## src/ccr_params.svh

```systemverilog
`ifndef CCR_PARAMS_SVH
`define CCR_PARAMS_SVH

// Register map
`define CCR_ADDR_W        4
`define CCR_CORE_CTRL_OFF 4'h0
`define CCR_LOOP_CMD_OFF  4'h2

// Field positions
`define CCR_VAR_BIT    15
`define CCR_RSV_BIT    14
`define CCR_MUL_HI     13
`define CCR_MUL_LO     12
`define CCR_EXIT_BIT   11
`define CCR_DEPTH_HI   10
`define CCR_DEPTH_LO   8
`define CCR_ACC_A_SATURATE_EN_BIT   7
`define CCR_ACC_B_SATURATE_EN_BIT   6
`define CCR_STORE_SATURATE_EN_BIT  5
`define CCR_SUPER_BIT  4
`define CCR_PRIORITY_LEVEL_MSB_BIT   3
`define CCR_LOW_HI     2
`define CCR_LOW_LO     0

// Reset values and the depth limit
`define CCR_MUL_RST    2'h0
`define CCR_DEPTH_RST  3'h0
`define CCR_DEPTH_MAX  3'h7
`define CCR_STORE_SATURATE_EN_RST  1'h1
`define CCR_LOW_RST    3'h0

// Loop command codes
`define CCR_LOOP_PUSH  2'h1
`define CCR_LOOP_POP   2'h2

`endif

```

## src/ccr_pkg.sv

```systemverilog
package ccr_pkg;

  typedef enum logic [1:0] {
    CCR_MUL_SIGNED   = 2'h0,
    CCR_MUL_UNSIGNED = 2'h1,
    CCR_MUL_MIXED    = 2'h2,
    CCR_MUL_RESERVED = 2'h3
  } ccr_mul_mode_t;

  // Controls that steer the DSP engine and the core
  typedef struct packed {
    logic          variable_latency;
    ccr_mul_mode_t multiply_sign_mode;
    logic          acc_a_saturate_en;
    logic          acc_b_saturate_en;
    logic          store_saturate_en;
    logic          super_saturation_select;
    logic [3:0]    priority_level;
  } ccr_ctrl_t;

endpackage

```

## src/ccr_core_control.sv

```systemverilog
// Our own choices: the register addresses and the address-and-strobe port.
`timescale 1ns/100ps
`default_nettype none
`include "ccr_params.svh"

module ccr_core_control (
  input  wire logic                     i_clk,
  input  wire logic                     i_rst,
  input  wire logic [`CCR_ADDR_W-1:0]   i_addr,
  input  wire logic [15:0]              i_wdata,
  input  wire logic                     i_wr,
  input  wire logic                     i_rd,
  input  wire logic [2:0]               i_priority_level_low_bits,
  input  wire logic                     i_priority_msb_set,
  input  wire logic                     i_loop_enter,
  input  wire logic                     i_loop_done,
  input  wire logic                     i_iteration_end,
  output logic      [15:0]              o_rdata,
  output ccr_pkg::ccr_ctrl_t            o_ctrl,
  output logic                          o_loop_terminate,
  output logic      [2:0]               o_loop_nesting_depth
);

  logic [15:0]          rdata_reg;
  logic [15:0]          rdata_next;
  logic                 var_reg;
  logic                 var_next;
  ccr_pkg::ccr_mul_mode_t mul_reg;
  ccr_pkg::ccr_mul_mode_t mul_next;
  logic                 acc_a_saturate_en_reg;
  logic                 acc_a_saturate_en_next;
  logic                 acc_b_saturate_en_reg;
  logic                 acc_b_saturate_en_next;
  logic                 store_saturate_en_reg;
  logic                 store_saturate_en_next;
  logic                 super_reg;
  logic                 super_next;
  logic                 priority_level_msb_reg;
  logic                 priority_level_msb_next;
  logic [2:0]           low_reg;
  logic [2:0]           low_next;
  logic                 exit_pend_reg;
  logic                 exit_pend_next;
  logic                 term_reg;
  logic                 term_next;
  logic [2:0]           depth_reg;
  logic [2:0]           depth;
  ccr_pkg::ccr_ctrl_t   ctrl_reg;
  ccr_pkg::ccr_ctrl_t   ctrl_next;
  logic                 wr_ctrl;
  logic                 rd_ctrl;

  ////////////////////////////////////////////////////////////////////
  // Nesting depth tracker
  ccr_loop_depth u_depth (
    .i_clk        (i_clk),
    .i_rst        (i_rst),
    .i_loop_enter (i_loop_enter),
    .i_loop_done  (i_loop_done),
    .o_depth      (depth)
  );

  // Address decode shared by both strobes
  function automatic logic ccr_hit(input logic [`CCR_ADDR_W-1:0] a);
    return a == `CCR_CORE_CTRL_OFF;
  endfunction

  // Strobes qualified by the one mapped address
  assign wr_ctrl = i_wr && ccr_hit(i_addr);
  assign rd_ctrl = i_rd && ccr_hit(i_addr);

  // Assemble the readback word
  function automatic logic [15:0] ccr_pack(
    input logic       v,
    input logic [1:0] m,
    input logic [2:0] d,
    input logic       a,
    input logic       b,
    input logic       s,
    input logic       sup,
    input logic       p,
    input logic [2:0] l
  );
    logic [15:0] w;
    w = 16'h0000;
    w[`CCR_VAR_BIT] = v;
    w[`CCR_MUL_HI:`CCR_MUL_LO] = m;
    w[`CCR_DEPTH_HI:`CCR_DEPTH_LO] = d;
    w[`CCR_ACC_A_SATURATE_EN_BIT] = a;
    w[`CCR_ACC_B_SATURATE_EN_BIT] = b;
    w[`CCR_STORE_SATURATE_EN_BIT] = s;
    w[`CCR_SUPER_BIT] = sup;
    w[`CCR_PRIORITY_LEVEL_MSB_BIT] = p;
    w[`CCR_LOW_HI:`CCR_LOW_LO] = l;
    return w;
  endfunction

  ////////////////////////////////////////////////////////////////////
  // Field next-state logic
  always_comb begin
    var_next   = var_reg;
    mul_next   = mul_reg;
    acc_a_saturate_en_next  = acc_a_saturate_en_reg;
    acc_b_saturate_en_next  = acc_b_saturate_en_reg;
    store_saturate_en_next = store_saturate_en_reg;
    super_next = super_reg;
    low_next   = low_reg;
    priority_level_msb_next  = priority_level_msb_reg;
    if (wr_ctrl) begin
      var_next   = i_wdata[`CCR_VAR_BIT];
      // Reserved code is stored as written; software must avoid it
      mul_next   = ccr_pkg::ccr_mul_mode_t'(
                     i_wdata[`CCR_MUL_HI:`CCR_MUL_LO]);
      acc_a_saturate_en_next  = i_wdata[`CCR_ACC_A_SATURATE_EN_BIT];
      acc_b_saturate_en_next  = i_wdata[`CCR_ACC_B_SATURATE_EN_BIT];
      store_saturate_en_next = i_wdata[`CCR_STORE_SATURATE_EN_BIT];
      super_next = i_wdata[`CCR_SUPER_BIT];
      low_next   = i_wdata[`CCR_LOW_HI:`CCR_LOW_LO];
      if (!i_wdata[`CCR_PRIORITY_LEVEL_MSB_BIT]) begin
        priority_level_msb_next = 1'b0;
      end
    end
    // Hardware set beats a software clear in the same cycle
    if (i_priority_msb_set) begin
      priority_level_msb_next = 1'b1;
    end
  end

  ////////////////////////////////////////////////////////////////////
  // Early exit: held until the running iteration ends
  always_comb begin
    exit_pend_next = exit_pend_reg;
    term_next      = 1'b0;
    if (wr_ctrl && i_wdata[`CCR_EXIT_BIT] &&
        depth_reg != `CCR_DEPTH_RST) begin
      exit_pend_next = 1'b1;
    end
    if ((exit_pend_reg || exit_pend_next) && i_iteration_end) begin
      term_next      = 1'b1;
      exit_pend_next = 1'b0;
    end
    // Once every loop has finished on its own, a stale request is dropped
    if (depth_reg == `CCR_DEPTH_RST) begin
      exit_pend_next = 1'b0;
    end
  end

  ////////////////////////////////////////////////////////////////////
  // Outputs and readback; exit bit and bit 14 always read zero
  always_comb begin
    ctrl_next.variable_latency        = var_next;
    ctrl_next.multiply_sign_mode      = mul_next;
    ctrl_next.acc_a_saturate_en       = acc_a_saturate_en_next;
    ctrl_next.acc_b_saturate_en       = acc_b_saturate_en_next;
    ctrl_next.store_saturate_en       = store_saturate_en_next;
    ctrl_next.super_saturation_select = super_next;
    // Low bits follow the status word, one cycle late
    ctrl_next.priority_level = {priority_level_msb_next,
                                i_priority_level_low_bits};
    rdata_next = 16'h0000;
    if (rd_ctrl) begin
      rdata_next = ccr_pack(var_reg, mul_reg, depth_reg, acc_a_saturate_en_reg,
                            acc_b_saturate_en_reg, store_saturate_en_reg, super_reg, priority_level_msb_reg,
                            low_reg);
    end
  end

  ////////////////////////////////////////////////////////////////////
  // All state but the u_depth nesting counter and its state flop registered here
  always_ff @(posedge i_clk) begin
    if (i_rst) begin
      var_reg       <= 1'b0;
      mul_reg       <= ccr_pkg::CCR_MUL_SIGNED;
      acc_a_saturate_en_reg      <= 1'b0;
      acc_b_saturate_en_reg      <= 1'b0;
      store_saturate_en_reg     <= `CCR_STORE_SATURATE_EN_RST;
      super_reg     <= 1'b0;
      priority_level_msb_reg      <= 1'b0;
      low_reg       <= `CCR_LOW_RST;
      exit_pend_reg <= 1'b0;
      term_reg      <= 1'b0;
      depth_reg     <= `CCR_DEPTH_RST;
      rdata_reg     <= 16'h0000;
      // One assignment per field, so no field is written twice
      ctrl_reg.variable_latency        <= 1'b0;
      ctrl_reg.multiply_sign_mode      <= ccr_pkg::CCR_MUL_SIGNED;
      ctrl_reg.acc_a_saturate_en       <= 1'b0;
      ctrl_reg.acc_b_saturate_en       <= 1'b0;
      ctrl_reg.store_saturate_en       <= `CCR_STORE_SATURATE_EN_RST;
      ctrl_reg.super_saturation_select <= 1'b0;
      ctrl_reg.priority_level          <= 4'h0;
    end else begin
      var_reg       <= var_next;
      mul_reg       <= mul_next;
      acc_a_saturate_en_reg      <= acc_a_saturate_en_next;
      acc_b_saturate_en_reg      <= acc_b_saturate_en_next;
      store_saturate_en_reg     <= store_saturate_en_next;
      super_reg     <= super_next;
      priority_level_msb_reg      <= priority_level_msb_next;
      low_reg       <= low_next;
      exit_pend_reg <= exit_pend_next;
      term_reg      <= term_next;
      depth_reg     <= depth; // Copy keeps the output a flop
      rdata_reg     <= rdata_next;
      ctrl_reg      <= ctrl_next;
    end
  end

  assign o_rdata              = rdata_reg;
  assign o_ctrl               = ctrl_reg;
  assign o_loop_terminate     = term_reg;
  assign o_loop_nesting_depth = depth_reg;

endmodule

`default_nettype wire

```

## src/ccr_loop_depth.sv

```systemverilog
`timescale 1ns/100ps
`default_nettype none
`include "ccr_params.svh"

module ccr_loop_depth (
  input  wire logic       i_clk,
  input  wire logic       i_rst,
  input  wire logic       i_loop_enter,
  input  wire logic       i_loop_done,
  output logic      [2:0] o_depth
);

  typedef enum logic {CCR_IDLE, CCR_NESTED} ccr_depth_state_t;

  ccr_depth_state_t state_reg;
  ccr_depth_state_t state_next;
  logic [2:0]       depth_reg;
  logic [2:0]       depth_next;

  ////////////////////////////////////////////////////////////////////
  // Nesting counter, saturates at both ends
  always_comb begin
    depth_next = depth_reg;
    if (i_loop_enter && !i_loop_done && depth_reg != `CCR_DEPTH_MAX) begin
      depth_next = depth_reg + 3'h1;
    end else if (i_loop_done && !i_loop_enter &&
                 depth_reg != `CCR_DEPTH_RST) begin
      depth_next = depth_reg - 3'h1;
    end
    unique case (state_reg)
      CCR_IDLE:   state_next = (depth_next != `CCR_DEPTH_RST) ?
                               CCR_NESTED : CCR_IDLE;
      CCR_NESTED: state_next = (depth_next == `CCR_DEPTH_RST) ?
                               CCR_IDLE : CCR_NESTED;
    endcase
  end

  // Registered state
  always_ff @(posedge i_clk) begin
    if (i_rst) begin
      depth_reg <= `CCR_DEPTH_RST;
      state_reg <= CCR_IDLE;
    end else begin
      depth_reg <= depth_next;
      state_reg <= state_next;
    end
  end

  assign o_depth = depth_reg;

endmodule

`default_nettype wire

```

## config.mk

```make
export PLATFORM = sky130hd
export DESIGN_NAME = ccr_core_control
export DESIGN_NICKNAME = d
export VERILOG_FILES = /design/src/ccr_pkg.sv /design/src/ccr_core_control.sv /design/src/ccr_loop_depth.sv
export VERILOG_INCLUDE_DIRS = /design/src /design/src/src
export SDC_FILE = /design/constraint.sdc
export NUM_CORES = 1
export LEC_CHECK = 0
export ABC_AREA = 1
export BUFFER_PORTS_ARGS = -buffer_cell sky130_fd_sc_hd__buf_2
export CAP_MARGIN = 25
export CORE_MARGIN = 8
export CORE_UTILIZATION = 38
export CTS_CLUSTER_DIAMETER = 200
export DETAILED_ROUTE_END_ITERATION = 10
export GPL_ROUTABILITY_DRIVEN = 0
export PLACE_DENSITY = 0.77
export SLEW_MARGIN = 20
export SYNTH_ARGS = -nofsm -noshare
export SYNTH_HDL_FRONTEND = slang
export SYNTH_SLANG_ARGS = --single-unit
```

## constraint.sdc

```tcl
create_clock -name i_clk -period 2.6 [get_ports i_clk]
set_input_delay 0.13 -clock i_clk [delete_from_list [all_inputs] [get_ports i_clk]]
set_output_delay 0.13 -clock i_clk [all_outputs]
set_load 0.005 [all_outputs]
```

==> results.md, run 1 <==
* Seq/Total Area, Yosys at 57.0%
* Pre-CTS setup slack at 1.12 ns
* Setup TNS at 0 ns
* Critical-path maximum fanout at 5
* DR WL/cell at 11.0 µm
* Critical R2R Launch: u_depth.o_depth[0]$_SDFFE_PP0P_
* # H-tree levels at 2
* Largest register FFs at 14
* Final WL at 2.78 mm
* LEAKAGE at 0.806 nW
* HPWL after DPL at 2.06 mm
* CP endpoint kind: flip-flop
* Router iterations before antenna repair at 4
* Synth Instances at 152
* Internal reg-to-reg setup slack at 1.25 ns
* CP arrival at 1.58 ns
* Initial Util at 38.8%
* Clk_skew at 0.00201 ns
* FF+latch count, synth at 36
* Final Cycle Share at 51.8%
* Post-synth top area share at 57.0%
* PortBufs at 55
* Reg clk slew, reported paths at 0.10 ns
* Tightest Pin Transition at 0.673 ns
* First-pass GRT wire length at 4.25 mm
* Vias in the first global route at 956
* Worst-case clock buffer depth at 2
* Endpoints failing setup at 0
* Fmax at 0.743 GHz
* Maximum vdd drop at 0.255 mV
* Hold Path Class: primary input to flip-flop
* Crit path kind: flip-flop to flip-flop
* Crit path launch: u_depth.o_depth[0]$_SDFFE_PP0P_
* Post-synth top area cell: dfxtp_1
* CP required at 2.83 ns
* Fin. max-slew vios at 0
* Worst R2R End: u_depth.o_depth[1]$_SDFFE_PP0P_
* P per Cell Area at 613 mW/mm²
* Skew-Pair Late Insertion Delay at 0.32 ns
* Die area at 0.00543 mm²
* Slew HR at 55.0%
* Top cells by area, synth: dfxtp_1 (57%), nor2_1 (8.6%), inv_1 (7.7%)
* Die width at 73.7 µm
* DR vias at 1046
* Yosys Warn Count at 0
* Setup crit start kind: flip-flop
* CTS Sinks at 36
* DR DRC count at 0
* Synth unique cells at 16
* CTS root buf: clkbuf_4
* FP Rows at 21
* Post-Syn Area at 0.00126 mm²
* Fin area at 0.00161 mm²
* Chip height at 73.7 µm
* Worst R2R Path Depth at 5
* GRT Overall Usage at 10.7%
* Outcome: complete, no violations
* Share of layout cells above drive strength 1 at 32.0%
* Initial antenna violation count at 0
* ANT nets after route at 0
* Power Total at 0.000984 W
* GRT overflow at 0
* Tmin final at 1.35 ns
* RSZ-0062 raised after global routing: false
* Pin count of the biggest net entering global routing at 21
* Cell Area, Placed at 0.00152 mm²
* Number of DRC markers in iteration 0 at 86
* N_diodes at 0
* Num CTS Buffers at 5
* Nets at 237
* Synthesis-to-layout area growth at 26.9%
* Routed vias/inst at 4.15
* CTS tree: done
* Core area at 0.00326 mm²
* IO Pins at 62
* Fin. Hold Viols at 0
* CTS resizes at 0
* Worst setup path endpoint: u_depth.o_depth[1]$_SDFFE_PP0P_
* Syn_area_per_cell at 8.32 µm²
* Final worst setup slack at 1.25 ns
* Max Cap Violations at 0
## where the power goes
group,internal [W],switching (W)
combinational,0.0000458,0.0000522
sequential,0.000570,0.0000135
clock,0.000133,0.000169
total,0.000749,0.000234
## synthesized netlist by cell type
master	count
conb_1	1
inv_4	1
nand3_1	5
nor2_2	2
a21oi_1	14
inv_1	26
nand4_2	1
fa_1	1
nor2_1	29
o21ai_0	13
buf_4	8
clkbuf_2	1
inv_2	1
nand2_1	9
buf_2	4
dfxtp_1	36
## worst max-delay path, stage by stage (launching register included)
cell and delay (ns):
dfxtp_1 0.44, nand3_1 0.10, nand2_1 0.13, fa_1 0.42, nor2_1 0.12, nor2_1 0.05
## worst min-delay path by stage
stage                            startpoint  cells after the start                                end
2_1_floorplan  i_priority_level_low_bits[0]                      2               o_ctrl[0]$_SDFF_PP0_
3_3_place_gp   i_priority_level_low_bits[1]                      3               o_ctrl[1]$_SDFF_PP0_
3_5_place_dp   i_priority_level_low_bits[2]                      3               o_ctrl[2]$_SDFF_PP0_
4_1_cts                          i_wdata[5]                      3             o_ctrl[5]$_SDFFE_PP1N_
5_1_grt                  i_priority_msb_set                      3  priority_level_msb_reg$_SDFF_PP0_
6_report                         i_wdata[5]                      3             o_ctrl[5]$_SDFFE_PP1N_
## cell families after synthesis
kind of cell,share of synthesized area (%)
AND/OR/NAND/NOR,15.2
buffers and inverters,15.2
adder cells (fa/ha/maj),1.58
other,0.296
flip-flops,57.0
AO/OA/AOI/OAI,10.7
## metal layers
| metal | track usage [%] | part of all wire [%] | routed length, µm |
|---|---|---|---|
| met1 | 10.1 | 40 | 1130 |
| met4 | 8.87 | 2.3 | 63 |
| met2 | 17.7 | 48 | 1350 |
| met5 | 0 | 0 | 0 |
| met3 | 4.50 | 8.9 | 248 |
## stage by stage
step,cells,hold WS [ns],util (%)
floorplan,153,0.237,-
global placement,241,0.329,46.5
detailed placement,241,0.341,46.5
CTS,252,0.0139,49.3
global route,252,0.0189,49.3
finish,252,0.0300,49.3
## final cells by class
class / instances / area [µm²]
fill: 349 / 1650
sequential: 36 / 721
multi-input combinational: 76 / 355
timing repair buffer: 58 / 305
inverter: 28 / 108
clock buffer: 8 / 58.8
tap: 46 / 57.6
## timing repair
item                      in CTS  in global routing
buffers inserted               0                  0
hold endpoints to repair       3                  0
hold buffers                   3                  0
## cell usage in the layout, fill, tap and decap left out, drive strengths merged
master,count
buf,55
dfxtp,36
nor2,31
inv,28
a21oi,14
o21ai,13
nand2,9
clkbuf,8
nand3,5
dlygate4sd3,3
conb,2
nand4,1
fa,1
Note: power is estimated with default switching activity, not from simulation.
==> run 2, diff against run 1 <==
PLACE_DENSITY = 0.8   (was 0.77)
clock period = 1.1 ns   (was 2.6 ns; I/O delays follow)
==> run 2 against run 1 <==
Effect of this change:
- hold slack lost 0.017 ns
- the run now ends with setup timing left
- register-to-register slack lost 1.4 ns
- fmax grew 11%
==> results.md, run 2 (synthesis gave the netlist of run 1 again) <==
* Nets at 254
* Vias in the first global route at 1092
* CTS tree: done
* CP arrival at 1.44 ns
* Pin count of the biggest net entering global routing at 21
* CP required at 1.33 ns
* ANT nets after route at 0
* Setup crit start kind: flip-flop
* CTS Sinks at 36
* FP Rows at 21
* Fin. max-slew vios at 0
* Hold Startpoint: i_wdata[4]
* Endpoints failing setup at 2
* P per Cell Area at 1370 mW/mm²
* GRT Overall Usage at 11.3%
* Hold Path Class: primary input to flip-flop
* Share of layout cells above drive strength 1 at 36.0%
* Crit path launch: u_depth.o_depth[1]$_SDFFE_PP0P_
* CTS root buf: clkbuf_4
* Commonest non-fill, non-tap cell in the layout: buf_2
* Crit path kind: flip-flop to flip-flop
* Cell Area, Placed at 0.00158 mm²
* Fmax at 0.824 GHz
* Power Total at 0.00243 W
* Die width at 73.7 µm
* Router iterations before antenna repair at 3
* Fin area at 0.00178 mm²
* IO Pins at 62
* Maximum vdd drop at 0.510 mV
* Largest register FFs at 14
* Core area at 0.00326 mm²
* Tmin final at 1.21 ns
* LEAKAGE at 0.885 nW
* First-pass GRT wire length at 4.64 mm
* RSZ-0062 raised after global routing: true
* Chip height at 73.7 µm
* Crit-path slowest cell: dfxtp_2
* Clk_skew at 0.00804 ns
* Critical R2R Launch: u_depth.o_depth[1]$_SDFFE_PP0P_
* Number of DRC markers in iteration 0 at 84
* Final cell count without fillers at 268
* Routed vias/inst at 4.19
* Commonest non-fill, non-tap cells in the layout: buf_2 (55), dfxtp_1 (33), nor2_1 (29)
* Final worst setup slack at -0.113 ns
* HPWL after DPL at 2.16 mm
* Die area at 0.00543 mm²
* Critical-path maximum fanout at 3
* CP endpoint kind: flip-flop
* # H-tree levels at 2
* Num CTS Buffers at 5
* Max Cap Violations at 0
* DR WL/cell at 11.1 µm
* Final WL at 2.97 mm
* Synthesis-to-layout area growth at 40.6%
* Cell Chain, Critical Path: nand3_2, nand2_2, fa_2, inv_1, nand2_1, a21oi_1, nor2_1
* Worst-case clock buffer depth at 2
* CP max stage delay at 0.35 ns
* DR DRC count at 0
* Final Cycle Share at 110%
* GRT overflow at 0
* PortBufs at 55
* Reg clk slew, reported paths at 0.10 ns
* Failing checks: setup timing
* Final core occ at 54.6%
* Skew-Pair Late Insertion Delay at 0.32 ns
* N_diodes at 0
* DR vias at 1122
* Initial Util at 38.8%
* Placed cell count at 248
* Outcome: finished with violations
* Fin. Hold Viols at 0
* Initial antenna violation count at 0
==> run 2: cell types whose count changed in the layout (fill, tap and decap cells not counted), moves of 2 or more <==
cell / previous run / this run
dfxtp_1: 36 / 33
dlygate4sd3_1: 3 / 13
dfxtp_2: 0 / 3
clkbuf_1: 2 / 0
buf_4: 0 / 7
==> run 2: where the power goes <==
group / internal, W / switching (W) / leakage, nW
sequential: 0.00135 / 0.0000273 / 0.294
combinational: 0.000159 / 0.000146 / 0.554
clock: 0.000362 / 0.000383 / 0.0374
==> run 2: final cells by class <==
type	instances	area, µm²
tap	46	57.6
sequential	36	724
timing repair buffer	75	458
clock buffer	7	65.1
inverter	28	108
multi-input combinational	76	365
fill	318	1480
==> run 2: critical path: cells and delay by family, from the launching register on <==
kind	cells	cell delay (ns)
AOI/OAI and AO/OA	1	0.12
adders and majority gates	1	0.34
buffers and inverters	1	0.06
DFF	1	0.35
and+or+nand+nor	4	0.25
==> run 2: routing by layer <==
metal / up-vias / wire (µm) / global-route usage (%)
met5: - / 0 / 0
met4: 0 / 40 / 6.87
met3: 4 / 172 / 3.14
met2: 32 / 1500 / 20.8
li1: 592 / - / -
met1: 494 / 1250 / 10.7
==> run 2: timing repair <==
| item | in CTS | in global routing |
|---|---|---|
| buffers inserted | 0 | 0 |
| hold buffers | 12 | 1 |
| pin swaps | 0 | 1 |
| hold endpoints to repair | 13 | 1 |
| resized for setup | 1 | 0 |
| cloned | 0 | 0 |
| setup endpoints to repair | 3 | 3 |
==> run 2: path summary, 6_finish.rpt <==
kind                                      to  slack (ns)  depth (start not counted)
min reg2reg            o_rdata[3]$_SDFF_PP0_        0.44                          2
min                   o_ctrl[4]$_SDFFE_PP0N_        0.01                          3
max          u_depth.o_depth[2]$_SDFFE_PP0P_       -0.11                          7
max reg2reg  u_depth.o_depth[2]$_SDFFE_PP0P_       -0.11                          7
==> run 2: stage by stage <==
stage          hold WS (ns)  worst slack (ns)  TNS, ns
2_1_floorplan         0.162           -0.0829   -0.161
3_3_place_gp          0.254           -0.0817   -0.143
3_5_place_dp          0.265            -0.116   -0.222
4_1_cts             0.00223            -0.125   -0.248
5_1_grt             0.00360            -0.205   -0.506
6_report             0.0134            -0.113   -0.219
==> run 3, diff against run 2 <==
CORE_ASPECT_RATIO = 1.25   (was default)
TNS_END_PERCENT = 50   (was default)
==> run 3 against run 2 <==
Effect of this change:
- the run still ends with setup timing left
- power is 9.0% higher
- hold slack improved by 0.032 ns
- clock skew decreased by 0.0026 ns
- register-to-register slack lost 0.05 ns
- sequential power about the same
- critical path depth did not move
- worst setup slack got worse by 0.054 ns
- combinational power grew 2%
==> results.md, run 3 (synthesis gave the netlist of run 1 again) <==
* P per Cell Area at 1520 mW/mm²
* Largest register FFs at 14
* Switching share of power at 23.9%
* Final WL at 3.02 mm
* Die width at 67.6 µm
* Final worst setup slack at -0.166 ns
* GRT overflow at 0
* Initial antenna violation count at 0
* PortBufs at 55
* Worst-case clock buffer depth at 2
* N_diodes at 0
* # H-tree levels at 2
* Maximum vdd drop at 1.08 mV
* Hold Path Class: primary input to flip-flop
* Num CTS Buffers at 5
* Crit-path slowest cell: dfxtp_4
* Fin. Hold Viols at 0
* Router iterations before antenna repair at 4
* Number of DRC markers in iteration 0 at 48
* ANT nets after route at 0
* Commonest non-fill, non-tap cell in the layout: buf_2
* Chip height at 80.5 µm
* Crit path top cell by count: nand2_2
* Failing checks: setup timing
* CP max stage delay at 0.36 ns
* CP required at 1.29 ns
* CTS Sinks at 36
* Tmin final at 1.27 ns
* DR vias at 1097
* Fill count at 313
* IO Pins at 62
* RSZ-0062 raised after global routing: true
* Setup TNS at -0.277 ns
* Routed vias/inst at 4.34
* CTS tree: done
* Fin area at 0.00174 mm²
* Nets at 247
* Clk_skew at 0.00548 ns
* Reg clk slew, reported paths at 0.07 ns
* Cell Chain, Critical Path: nand3_2, nand2_2, fa_2, inv_2, nand2_2, a21oi_2, nor2_1
* CTS root buf: clkbuf_8
* Clock network fraction of design power at 36.0%
* Worst hold margin at 0.0451 ns
* DR DRC count at 0
* LEAKAGE at 0.865 nW
* DR WL/cell at 11.9 µm
* Skew-Pair Late Insertion Delay at 0.29 ns
* Pin count of the biggest net entering global routing at 21
* Crit path kind: flip-flop to flip-flop
* FP Rows at 23
* Synthesis-to-layout area growth at 37.4%
* Final Cycle Share at 115%
* HPWL after DPL at 2.26 mm
* Die area at 0.00544 mm²
* Combinational share of power at 11.8%
* Cell Area, Placed at 0.00157 mm²
* Fin. max-slew vios at 0
* Critical-path maximum fanout at 4
* First-pass GRT wire length at 4.64 mm
* Setup crit start kind: flip-flop
* Initial Util at 39.6%
* Power Total at 0.00265 W
* CP endpoint kind: flip-flop
* Sw Pwr at 0.000632 W
* Endpoints failing setup at 2
* Sequential power share at 52.2%
* Pre-CTS setup slack at -0.144 ns
* Core area at 0.00319 mm²
* CP arrival at 1.45 ns
* Max Cap Violations at 0
* Commonest non-fill, non-tap cells in the layout: buf_2 (55), dfxtp_1 (33), nor2_1 (29)
* GRT Overall Usage at 11.5%
* Share of layout cells above drive strength 1 at 38.9%
* Fmax at 0.790 GHz
* Design internal power at 0.00202 W
* Vias in the first global route at 1094
* Outcome: finished with violations
## run 3: cell count changes in the layout (fill, tap and decap cells not counted), sizes merged
cell / change
clkbuf: +1
dlygate4sd3: -7
## run 3: final timing paths
check / start / endpoint / slack [ns] / depth (start not counted)
max reg2reg: u_depth.o_depth[1]$_SDFFE_PP0P_ / u_depth.o_depth[2]$_SDFFE_PP0P_ / -0.17 / 7
min reg2reg: low_reg[2]$_SDFFE_PP0N_ / o_rdata[2]$_SDFF_PP0_ / 0.43 / 2
max: u_depth.o_depth[1]$_SDFFE_PP0P_ / u_depth.o_depth[2]$_SDFFE_PP0P_ / -0.17 / 7
min: i_wdata[7] / o_ctrl[7]$_SDFFE_PP0N_ / 0.05 / 3
## run 3: repair_timing
| action | 4_1_cts | 5_1_grt |
|---|---|---|
| setup buffers | 0 | 0 |
| hold buffers | 6 | 0 |
| setup endpoints to repair | 3 | 3 |
| hold endpoints to repair | 6 | 0 |
| resized for setup | 1 | 6 |
## run 3: cell type report
type	count	area (µm²)	share of cell area, %
tap	37	46.3	2.66
multi-input combinational	76	379	21.8
timing repair buffer	68	388	22.3
sequential	36	727	41.8
inverter	28	108	6.19
clock buffer	8	90.1	5.18
## run 3: critical path: cells and delay by family, from the launching register on
kind / cells / cell delay [ns]
adders and majority gates: 1 / 0.36
and+or+nand+nor: 4 / 0.26
DFF: 1 / 0.36
AOI/OAI and AO/OA: 1 / 0.12
buffers and inverters: 1 / 0.06
## run 3: metrics by stage
| stage | util (%) | std cells |
|---|---|---|
| 2_1_floorplan | - | 153 |
| 3_3_place_gp | 49.2 | 239 |
| 3_5_place_dp | 49.2 | 239 |
| 4_1_cts | 53.9 | 253 |
| 5_1_grt | 54.4 | 253 |
| 6_report | 54.4 | 253 |
## run 3: routing by layer
| metal | global-route usage [%] | vias to the layer above | share of wire [%] | routed length (µm) |
|---|---|---|---|---|
| met5 | 0 | - | 0 | 0 |
| met3 | 4.03 | 5 | 9.5 | 287 |
| li1 | - | 574 | - | - |
| met2 | 20.7 | 40 | 53 | 1600 |
| met1 | 10.5 | 478 | 36 | 1070 |
| met4 | 6.92 | 0 | 2.0 | 59 |
## run 3: power groups by stage
| stage | sequential [W] | combinational [W] | clock (W) |
|---|---|---|---|
| finish | 0.00138 | 0.000312 | 0.000954 |
| global route | 0.00139 | 0.000352 | 0.00105 |
| CTS | 0.00138 | 0.000294 | 0.000978 |
| detailed placement | 0.00141 | 0.000275 | 0 |
| global placement | 0.00141 | 0.000262 | 0 |
| floorplan | 0.00141 | 0.000148 | 0 |
